<file path="config.mk">
export PLATFORM = sky130hd
export DESIGN_NAME = bic_conditioner
export DESIGN_NICKNAME = d
export VERILOG_FILES = /design/src/bic_pkg.sv /design/src/bic_conditioner.sv /design/src/bic_pulse_counter.sv /design/src/bic_channel.sv
export SDC_FILE = /design/constraint.sdc
export NUM_CORES = 2
export LEC_CHECK = 0
export BUFFER_PORTS_ARGS = -buffer_cell sky130_fd_sc_hd__buf_2
export CAP_MARGIN = 10
export CORE_UTILIZATION = 50
export CTS_CLUSTER_DIAMETER = 150
export DETAILED_ROUTE_END_ITERATION = 10
export MAX_ROUTING_LAYER = met4
export PLACE_DENSITY = 0.76
export SYNTH_ARGS = -nofsm -noshare
export SYNTH_HDL_FRONTEND = slang
export SYNTH_HIERARCHICAL = 1
export SYNTH_SLANG_ARGS = --single-unit
</file>
<file path="constraint.sdc">
create_clock -name clock -period 3.75 [get_ports clock]
set_input_delay 0.375 -clock clock [delete_from_list [all_inputs] [get_ports clock]]
set_output_delay 0.375 -clock clock [all_outputs]
set_load 0.02 [all_outputs]
</file>
<file path="src/bic_pkg.sv">
package bic_pkg;

  // ----------------------------------------------------------------
  // Channel structure
  // ----------------------------------------------------------------
  localparam int BIC_CHANNELS = 10;
  localparam int BIC_TIME_W   = 8;
  localparam int BIC_COUNT_W  = 32;

  // ----------------------------------------------------------------
  // Timing
  // ----------------------------------------------------------------
  localparam int BIC_CLK_NS        = 20;
  localparam int BIC_TICK_NS       = 100_000;
  localparam int BIC_TICK_CYCLES   = BIC_TICK_NS / BIC_CLK_NS;
  localparam int BIC_TICK_US       = 100;
  localparam int BIC_FILT_MAX_US   = 25_000;
  localparam logic [BIC_TIME_W-1:0] BIC_FILT_MAX_TICKS =
    BIC_TIME_W'(BIC_FILT_MAX_US / BIC_TICK_US);
  localparam int BIC_TICK_CNT_W    = 16;

  // ----------------------------------------------------------------
  // Register map, byte addresses
  // ----------------------------------------------------------------
  localparam int          BIC_ADDR_W    = 8;
  localparam logic [7:0] BIC_REG_ENABLE = 8'h00;
  localparam logic [7:0] BIC_REG_LEVEL  = 8'h04;
  localparam logic [7:0] BIC_REG_CLEAR  = 8'h08;
  localparam logic [7:0] BIC_REG_DGL    = 8'h40;
  localparam logic [7:0] BIC_REG_DBN    = 8'h80;
  localparam logic [7:0] BIC_REG_COUNT  = 8'hC0;
  localparam logic [7:0] BIC_BANK_SPAN  = 8'(BIC_CHANNELS * 4);

  // Field positions in the enable and level registers
  localparam int BIC_LO_FIELD = 0;
  localparam int BIC_HI_FIELD = 16;

  // ----------------------------------------------------------------
  // Reset values and responses
  // ----------------------------------------------------------------
  localparam logic [BIC_CHANNELS-1:0] BIC_EN_RESET   = 10'h000;
  localparam logic [BIC_TIME_W-1:0]   BIC_TIME_RESET = 8'h00;
  localparam logic [1:0]  BIC_RESP_OKAY   = 2'h0;
  localparam logic [1:0]  BIC_RESP_SLVERR = 2'h2;
  localparam logic [31:0] BIC_ZERO_WORD   = 32'h0000_0000;

endpackage

</file>
<file path="src/bic_conditioner.sv">
`timescale 1ns/1ns
module bic_conditioner
  import bic_pkg::*;
#(
  parameter int TICK_CYCLES = BIC_TICK_CYCLES
)
(
  input  wire logic                    clock,
  input  wire logic                    rst_n,
  input  wire logic [BIC_CHANNELS-1:0] bin_in,
  output logic [BIC_CHANNELS-1:0]      cond_level,
  input  wire logic [BIC_ADDR_W-1:0]   s_axi_awaddr,
  input  wire logic                    s_axi_awvalid,
  output logic                         s_axi_awready,
  input  wire logic [31:0]             s_axi_wdata,
  input  wire logic [3:0]              s_axi_wstrb,
  input  wire logic                    s_axi_wvalid,
  output logic                         s_axi_wready,
  output logic [1:0]                   s_axi_bresp,
  output logic                         s_axi_bvalid,
  input  wire logic                    s_axi_bready,
  input  wire logic [BIC_ADDR_W-1:0]   s_axi_araddr,
  input  wire logic                    s_axi_arvalid,
  output logic                         s_axi_arready,
  output logic [31:0]                  s_axi_rdata,
  output logic [1:0]                   s_axi_rresp,
  output logic                         s_axi_rvalid,
  input  wire logic                    s_axi_rready
);

  typedef logic [BIC_CHANNELS-1:0][BIC_TIME_W-1:0] bic_times_t;

  typedef struct packed {
    logic [BIC_TICK_CNT_W-1:0] tick_cnt;
    logic                      tick;
    logic                      awready;
    logic                      wready;
    logic                      aw_got;
    logic                      w_got;
    logic [BIC_ADDR_W-1:0]     waddr;
    logic [31:0]               wdata;
    logic [3:0]                wstrb;
    logic                      bvalid;
    logic [1:0]                bresp;
    logic                      arready;
    logic                      rvalid;
    logic [1:0]                rresp;
    logic [31:0]               rdata;
    logic [BIC_CHANNELS-1:0]   dgl_en;
    logic [BIC_CHANNELS-1:0]   dbn_en;
    bic_times_t                dgl_time;
    bic_times_t                dbn_time;
    logic [BIC_CHANNELS-1:0]   cnt_clr;
  } bic_state_t;

  bic_state_t st;
  bic_state_t next_st;

  logic [BIC_CHANNELS-1:0][BIC_COUNT_W-1:0] counts;

  localparam logic [BIC_TICK_CNT_W-1:0] TICK_LAST =
    BIC_TICK_CNT_W'(TICK_CYCLES - 1);

  // ----------------------------------------------------------------
  // Helpers
  // ----------------------------------------------------------------
  function automatic logic in_bank(
    logic [7:0] a,
    logic [7:0] base
  );
    return (a >= base) && (a < base + BIC_BANK_SPAN) && (a[1:0] == 2'h0);
  endfunction

  function automatic logic [3:0] bank_index(
    logic [7:0] a,
    logic [7:0] base
  );
    logic [7:0] off;
    off = a - base;
    return off[5:2];
  endfunction

  function automatic logic [BIC_TIME_W-1:0] clamp_time(
    logic [BIC_TIME_W-1:0] v
  );
    return (v > BIC_FILT_MAX_TICKS) ? BIC_FILT_MAX_TICKS : v;
  endfunction

  function automatic logic [31:0] merge(
    logic [31:0] old,
    logic [31:0] neu,
    logic [3:0]  strb
  );
    logic [31:0] r;
    r = old;
    for (int b = 0; b < 4; b++) begin
      if (strb[b]) begin
        r[b*8 +: 8] = neu[b*8 +: 8];
      end
    end
    return r;
  endfunction

  // ----------------------------------------------------------------
  // Main next-state logic
  // ----------------------------------------------------------------
  always_comb begin
    logic [31:0] word;
    logic [31:0] rd;
    logic        rd_err;
    logic        wr_err;
    logic [3:0]  ch;
    word = BIC_ZERO_WORD;
    rd = BIC_ZERO_WORD;
    rd_err = 1'b0;
    wr_err = 1'b0;
    ch = '0;
    next_st = st;

    // Sampling tick
    if (st.tick_cnt >= TICK_LAST) begin
      next_st.tick_cnt = '0;
      next_st.tick = 1'b1;
    end else begin
      next_st.tick_cnt = st.tick_cnt + BIC_TICK_CNT_W'(1);
      next_st.tick = 1'b0;
    end

    next_st.cnt_clr = '0;

    // Write address and data, either order
    if (s_axi_awvalid && st.awready) begin
      next_st.aw_got = 1'b1;
      next_st.waddr = s_axi_awaddr;
    end
    if (s_axi_wvalid && st.wready) begin
      next_st.w_got = 1'b1;
      next_st.wdata = s_axi_wdata;
      next_st.wstrb = s_axi_wstrb;
    end

    // Register write once both halves are held
    if (st.aw_got && st.w_got && !st.bvalid) begin
      if (st.waddr == BIC_REG_ENABLE) begin
        word = merge({6'h00, st.dbn_en, 6'h00, st.dgl_en},
                     st.wdata, st.wstrb);
        next_st.dgl_en =
          word[BIC_LO_FIELD +: BIC_CHANNELS];
        next_st.dbn_en =
          word[BIC_HI_FIELD +: BIC_CHANNELS];
      end else if (st.waddr == BIC_REG_CLEAR) begin
        word = merge(BIC_ZERO_WORD, st.wdata, st.wstrb);
        next_st.cnt_clr = word[BIC_CHANNELS-1:0];
      end else if (st.waddr == BIC_REG_LEVEL) begin
        wr_err = 1'b0;
      end else if (in_bank(st.waddr, BIC_REG_DGL)) begin
        ch = bank_index(st.waddr, BIC_REG_DGL);
        if (st.wstrb[0]) begin
          next_st.dgl_time[ch] =
            clamp_time(st.wdata[BIC_TIME_W-1:0]);
        end
      end else if (in_bank(st.waddr, BIC_REG_DBN)) begin
        ch = bank_index(st.waddr, BIC_REG_DBN);
        if (st.wstrb[0]) begin
          next_st.dbn_time[ch] =
            clamp_time(st.wdata[BIC_TIME_W-1:0]);
        end
      end else if (in_bank(st.waddr, BIC_REG_COUNT)) begin
        wr_err = 1'b0;
      end else begin
        wr_err = 1'b1;
      end
      next_st.bvalid = 1'b1;
      next_st.bresp = wr_err ? BIC_RESP_SLVERR : BIC_RESP_OKAY;
    end

    if (st.bvalid && s_axi_bready) begin
      next_st.bvalid = 1'b0;
      next_st.aw_got = 1'b0;
      next_st.w_got = 1'b0;
    end

    next_st.awready = !next_st.aw_got && !next_st.bvalid;
    next_st.wready = !next_st.w_got && !next_st.bvalid;

    // Register read
    if (s_axi_arvalid && st.arready) begin
      if (s_axi_araddr == BIC_REG_ENABLE) begin
        rd[BIC_LO_FIELD +: BIC_CHANNELS] = st.dgl_en;
        rd[BIC_HI_FIELD +: BIC_CHANNELS] = st.dbn_en;
      end else if (s_axi_araddr == BIC_REG_LEVEL) begin
        rd[BIC_LO_FIELD +: BIC_CHANNELS] = cond_level;
        rd[BIC_HI_FIELD +: BIC_CHANNELS] = bin_in;
      end else if (s_axi_araddr == BIC_REG_CLEAR) begin
        rd = BIC_ZERO_WORD;
      end else if (in_bank(s_axi_araddr, BIC_REG_DGL)) begin
        ch = bank_index(s_axi_araddr, BIC_REG_DGL);
        rd[BIC_TIME_W-1:0] = st.dgl_time[ch];
      end else if (in_bank(s_axi_araddr, BIC_REG_DBN)) begin
        ch = bank_index(s_axi_araddr, BIC_REG_DBN);
        rd[BIC_TIME_W-1:0] = st.dbn_time[ch];
      end else if (in_bank(s_axi_araddr, BIC_REG_COUNT)) begin
        ch = bank_index(s_axi_araddr, BIC_REG_COUNT);
        rd = counts[ch];
      end else begin
        rd_err = 1'b1;
      end
      next_st.rvalid = 1'b1;
      next_st.rdata = rd;
      next_st.rresp = rd_err ? BIC_RESP_SLVERR : BIC_RESP_OKAY;
    end

    if (st.rvalid && s_axi_rready) begin
      next_st.rvalid = 1'b0;
    end

    next_st.arready = !next_st.rvalid;
  end

  // ----------------------------------------------------------------
  // State register
  // ----------------------------------------------------------------
  always_ff @(posedge clock or negedge rst_n) begin
    if (!rst_n) begin
      st.tick_cnt <= '0;
      st.tick     <= 1'b0;
      st.awready  <= 1'b0;
      st.wready   <= 1'b0;
      st.aw_got   <= 1'b0;
      st.w_got    <= 1'b0;
      st.waddr    <= '0;
      st.wdata    <= BIC_ZERO_WORD;
      st.wstrb    <= '0;
      st.bvalid   <= 1'b0;
      st.bresp    <= BIC_RESP_OKAY;
      st.arready  <= 1'b0;
      st.rvalid   <= 1'b0;
      st.rresp    <= BIC_RESP_OKAY;
      st.rdata    <= BIC_ZERO_WORD;
      st.dgl_en   <= BIC_EN_RESET;
      st.dbn_en   <= BIC_EN_RESET;
      st.dgl_time <= {BIC_CHANNELS{BIC_TIME_RESET}};
      st.dbn_time <= {BIC_CHANNELS{BIC_TIME_RESET}};
      st.cnt_clr  <= '0;
    end else begin
      st <= next_st;
    end
  end

  // ----------------------------------------------------------------
  // Per-channel filters and counters
  // ----------------------------------------------------------------
  for (genvar i = 0; i < BIC_CHANNELS; i++) begin : g_chan
    bic_channel u_channel (
      .clock    (clock),
      .rst_n    (rst_n),
      .tick     (st.tick),
      .din      (bin_in[i]),
      .dgl_en   (st.dgl_en[i]),
      .dbn_en   (st.dbn_en[i]),
      .dgl_time (st.dgl_time[i]),
      .dbn_time (st.dbn_time[i]),
      .level    (cond_level[i])
    );

    bic_pulse_counter u_counter (
      .clock (clock),
      .rst_n (rst_n),
      .level (cond_level[i]),
      .clear (st.cnt_clr[i]),
      .count (counts[i])
    );
  end

  // ----------------------------------------------------------------
  // Bus outputs
  // ----------------------------------------------------------------
  assign s_axi_awready = st.awready;
  assign s_axi_wready  = st.wready;
  assign s_axi_bvalid  = st.bvalid;
  assign s_axi_bresp   = st.bresp;
  assign s_axi_arready = st.arready;
  assign s_axi_rvalid  = st.rvalid;
  assign s_axi_rresp   = st.rresp;
  assign s_axi_rdata   = st.rdata;

endmodule

</file>
<file path="src/bic_pulse_counter.sv">
`timescale 1ns/1ns
module bic_pulse_counter
  import bic_pkg::*;
(
  input  wire logic                   clock,
  input  wire logic                   rst_n,
  input  wire logic                   level,
  input  wire logic                   clear,
  output logic [BIC_COUNT_W-1:0]      count
);

  typedef struct packed {
    logic                   prev;
    logic [BIC_COUNT_W-1:0] count;
  } bic_cnt_state_t;

  bic_cnt_state_t st;
  bic_cnt_state_t next_st;

  // ----------------------------------------------------------------
  // Rising edge count, a rise in the clear cycle loads one
  // ----------------------------------------------------------------
  always_comb begin
    logic rise;
    rise = 1'b0;
    next_st = st;
    rise = level & ~st.prev;
    next_st.prev = level;
    if (clear) begin
      next_st.count = rise ? BIC_COUNT_W'(1) : '0;
    end else if (rise) begin
      next_st.count = st.count + BIC_COUNT_W'(1);
    end
  end

  always_ff @(posedge clock or negedge rst_n) begin
    if (!rst_n) begin
      st <= '0;
    end else begin
      st <= next_st;
    end
  end

  assign count = st.count;

endmodule

</file>
<file path="src/bic_channel.sv">
`timescale 1ns/1ns
module bic_channel
  import bic_pkg::*;
(
  input  wire logic                  clock,
  input  wire logic                  rst_n,
  input  wire logic                  tick,
  input  wire logic                  din,
  input  wire logic                  dgl_en,
  input  wire logic                  dbn_en,
  input  wire logic [BIC_TIME_W-1:0] dgl_time,
  input  wire logic [BIC_TIME_W-1:0] dbn_time,
  output logic                       level
);

  typedef struct packed {
    logic                  sample;
    logic [BIC_TIME_W-1:0] run;
    logic                  dgl_out;
    logic [BIC_TIME_W-1:0] hold;
    logic                  level;
  } bic_chan_state_t;

  bic_chan_state_t st;
  bic_chan_state_t next_st;

  // ----------------------------------------------------------------
  // Deglitch then debounce, evaluated once per tick
  // ----------------------------------------------------------------
  always_comb begin
    logic dg;
    logic [BIC_TIME_W-1:0] run;
    dg = 1'b0;
    run = '0;
    next_st = st;
    if (tick) begin
      next_st.sample = din;
      if (din != st.sample) begin
        run = BIC_TIME_W'(1);
      end else if (st.run != '1) begin
        run = st.run + BIC_TIME_W'(1);
      end else begin
        run = st.run;
      end
      next_st.run = run;
      if (dgl_en && dgl_time != '0) begin
        dg = (run >= dgl_time) ? din : st.dgl_out;
      end else begin
        dg = din;
      end
      next_st.dgl_out = dg;
      if (dbn_en && dbn_time != '0) begin
        if (st.hold > BIC_TIME_W'(1)) begin
          next_st.hold = st.hold - BIC_TIME_W'(1);
        end else if (dg != st.level) begin
          next_st.level = dg;
          next_st.hold = dbn_time;
        end else begin
          next_st.hold = '0;
        end
      end else begin
        next_st.level = dg;
        next_st.hold = '0;
      end
    end
  end

  always_ff @(posedge clock or negedge rst_n) begin
    if (!rst_n) begin
      st <= '0;
    end else begin
      st <= next_st;
    end
  end

  assign level = st.level;

endmodule

</file>
==> results.py <==
metrics = {
    "worst_setup_path": {
        "crit_buf_inv": 0,
        "rr_startpoint": "g_chan[9].u_channel/st[10]$_DFFE_PN0P_",
        "crit_start": "g_chan[9].u_channel/st[10]$_DFFE_PN0P_",
        "crit_arrival_ns": 3.97,
        "worstPathMaxFanout": 8,
        "cp_data_required_time_ns": 4.28,
        "cpMaxStageDelayCell": "dfrtp_1",
        "endpoint_kind": "flop",
        "cp-start-kind": "flop",
        "rr_worst_depth": 14,
        "crit_family": "compound AO/OA/AOI/OAI gates",
        "ff2ff_setup_slack_ns": 0.31,
        "cp.depth": 14,
        "cpPeakStageDelay_ns": 0.42,
        "worstSetupPathType": "reg -> reg",
        "cp_common_cell": "nor2_1",
        "r2r-end": "g_chan[9].u_channel/st[8]$_DFFE_PN0P_",
        "cp-endpoint": "g_chan[9].u_channel/st[8]$_DFFE_PN0P_",
        "path_cells": "ha_1 > nand2_1 > nor3_1 > nor2_1 > nand3_1 > xor2_1 > nor2_1 > ha_1 > a211oi_1 > nor2_1 > a2111oi_0 > o21ai_1 > mux2i_4 > a221o_1",
    },
    "clock_network": {
        "clk_latency_ns": 0.67,
        "cts_made_buffers": 85,
        "cts-root-buf": "clkbuf_16",
        "cts.sinks": 800,
        "path_clk_slew_ns": 0.06,
        "cts_buffer_depth": 3,
        "cts_tree": "done",
        "htreeDepth": 3,
    },
    "timing": {
        "fmax_mhz": 291,
        "hold_violations": 0,
        "period_share_pct": 91.7,
        "rsz0062_at_grt": "no",
        "final.setup.tns_ns": 0,
        "worstMarginPinSlew_ns": 1.19,
        "period_minus_slack_ns": 3.44,
        "whs_ns": 0.0542,
        "slew_headroom_pct": 20.5,
        "finalClockSkew_ns": 0.0290,
        "drv_slew": 0,
        "setup_viol": 0,
    },
    "power_and_ir_drop": {
        "p_switching_mw": 7.65,
        "p_leak_nw": 21.7,
        "power_frac_comb_pct": 19.0,
        "ir_drop_mv": 0.313,
        "power_frac_seq_pct": 44.8,
        "powerDensity_mw_per_mm2": 456,
        "internal-power_mw": 16.3,
        "swShare_pct": 32.0,
        "total_power_mw": 23.9,
        "p_clk_share_pct": 36.2,
    },
    "worst_hold_path": {
        "hp-class": "in -> reg",
    },
    "synthesis": {
        "seq_area_frac_synth_pct": 40.2,
        "ys_types": 84,
        "avgSynthCellArea_um2": 9.65,
        "syn_area_mm2": 0.0498,
        "ys.warnings.count": 6,
        "synth-seq-cells": 800,
        "async_flop_share_pct": 100,
        "syn_inst": 5163,
        "ys.flop_type": "dfrtp_1",
        "synth_edf_count": 0,
    },
    "die": {
        "rows": 115,
        "dieArea_mm2": 0.101,
        "initial_core_util_pct": 50.6,
        "die_width_um": 318,
        "fp.dieH_um": 318,
        "pin_count": 120,
        "coreArea_mm2": 0.0986,
    },
    "job": {
        "max_cap_viol_count": 0,
    },
    "route": {
        "drt_iter0_drc": 3955,
        "drc_errors": 0,
        "via_count": 39400,
        "wl_per_cell_um": 21.5,
        "antenna_left": 0,
        "wl_mm": 135,
        "routed_via_density": 6.27,
        "first_pass_iters": 6,
    },
    "place": {
        "io_buffers": 105,
        "placed_cells": 6083,
        "post_dp_cell_area_mm2": 0.0491,
        "gp_congestion": 0.987,
        "hpwlAfterDp_mm": 96.7,
    },
    "global_route": {
        "grt_pass1_vias": 37100,
        "grt_first_pass_wirelength_mm": 210,
        "gr-total-overflow": 0,
        "grt_max_degree": 92,
        "grt_usage_pct": 27.1,
        "antenna_found_initial": 6,
    },
    "cells_and_area": {
        "nets": 5114,
        "drive_above_1_share_pct": 18.4,
        "layout_commonest_cell": "dfrtp_1",
        "layout_common_cells": "799 x dfrtp_1, 388 x nor2_1, 356 x mux2_2",
        "finalInstanceArea_mm2": 0.0524,
        "instances_no_fill": 6280,
        "areaGrowthSynthToFinish_pct": 5.17,
    },
    "status": {
        "status": "completed",
    },
}
## cell families after synthesis
logic type,after synthesis,synth area share [%]
simple gates,1740,19.6
other cells,1,0.00753
buf+inv,808,9.29
flops,800,40.2
mux,522,13.0
compound gates,1020,12.3
xor+xnor,151,2.65
fa+ha+maj,121,3.04
## power by group through the flow
stage / sequential [mW] / clock, mW / combinational, mW
2_1_floorplan: 10.4 / 0 / 3.47
3_3_place_gp: 10.8 / 0 / 4.27
3_5_place_dp: 10.8 / 0 / 4.42
4_1_cts: 10.7 / 8.78 / 4.48
5_1_grt: 10.8 / 9.13 / 4.94
6_report: 10.7 / 8.65 / 4.53
## sequential cells by signal (all words and copies together), names as in the netlist
register,flops
s_axi_wready,1
g_chan.u_channel/level,10
s_axi_arready,1
s_axi_rvalid,1
s_axi_bresp,1
s_axi_rdata,32
g_chan.u_channel/st,180
g_chan.u_counter/st,10
s_axi_rresp,1
st,241
s_axi_bvalid,1
g_chan.u_counter/count,320
s_axi_awready,1
## cell type report
| class | count | area [um2] |
|---|---|---|
| clock buffer | 117 | 2430 |
| antenna | 6 | 15.0 |
| timing repair buffer | 251 | 1840 |
| multi-input combinational | 3559 | 25200 |
| tap | 1287 | 1610 |
| clock inverter | 33 | 397 |
| sequential | 800 | 20000 |
| inverter | 227 | 852 |
| fill | 8391 | 46200 |
## stage by stage
stage / setup slack [ns] / utilization, %
CTS: 0.161 / 53.1
finish: 0.313 / 53.2
global placement: 0.256 / 49.9
global route: 0.0322 / 53.2
floorplan: 0.377 / -
detailed placement: 0.160 / 49.9
## how the worst min path moves through the flow
stage | from | to | cells past startpoint
2_1_floorplan | rst_n | g_chan[0].u_channel/level$_DFFE_PN0P_ | 0
3_3_place_gp | st[278]$_DFF_PN0_ | st[278]$_DFF_PN0_ | 1
3_5_place_dp | st[278]$_DFF_PN0_ | st[278]$_DFF_PN0_ | 1
4_1_cts | bin_in[3] | g_chan[3].u_channel/st[9]$_DFFE_PN0P_ | 2
5_1_grt | bin_in[3] | g_chan[3].u_channel/st[18]$_DFFE_PN0P_ | 2
6_report | bin_in[3] | g_chan[3].u_channel/st[9]$_DFFE_PN0P_ | 2
## worst reg2reg max path, cell delays in order, from the launching register on
cell and delay (ns):
dfrtp_1 0.42, ha_1 0.24, nand2_1 0.13, nor3_1 0.08
nor2_1 0.23, nand3_1 0.16, xor2_1 0.16, nor2_1 0.10
ha_1 0.24, a211oi_1 0.22, nor2_1 0.09, a2111oi_0 0.28
o21ai_1 0.28, mux2i_4 0.31, a221o_1 0.38
## cell usage after synthesis, types with 30 or more instances
| cell type | instances | area (um2) |
|---|---|---|
| dfrtp_1 | 800 | 20000 |
| mux2_2 | 356 | 4010 |
| nor2_1 | 388 | 1460 |
| xor2_1 | 68 | 596 |
| or4_1 | 134 | 1010 |
| nand3_1 | 167 | 836 |
| clkbuf_1 | 140 | 526 |
| nand2_1 | 308 | 1160 |
| ha_1 | 121 | 1510 |
| mux4_2 | 57 | 1280 |
| nor2b_1 | 61 | 382 |
| nor4_1 | 111 | 694 |
| nand4_1 | 79 | 494 |
| a22oi_1 | 30 | 225 |
| a21oi_1 | 328 | 1640 |
| xnor2_1 | 83 | 727 |
| nor3_1 | 96 | 480 |
| o21ai_1 | 128 | 641 |
| inv_1 | 227 | 852 |
| o31ai_1 | 148 | 1110 |
| buf_4 | 366 | 2750 |
| o21ai_0 | 219 | 1100 |
| buf_2 | 37 | 185 |
| or3_1 | 99 | 619 |
| mux2i_1 | 88 | 881 |
## metal layers
layer / global-route usage [%] / vias up / wire (um) / share of wire [%]
li1: - / 18000 / - / -
met2: 40.5 / 1604 / 61000 / 45
met4: 10.4 / 0 / 5090 / 3.8
met1: 36.5 / 19500 / 57200 / 42
met5: - / - / 0 / 0
met3: 4.90 / 267 / 11800 / 8.7
## timing repair
item / CTS / global route
resized for setup: 0 / 5
endpoints found under the setup margin: 0 / 62
hold buffers: 35 / 0
endpoints found under the hold margin: 108 / 0
setup buffers: 0 / 6
(Power assumes the default switching activity.)
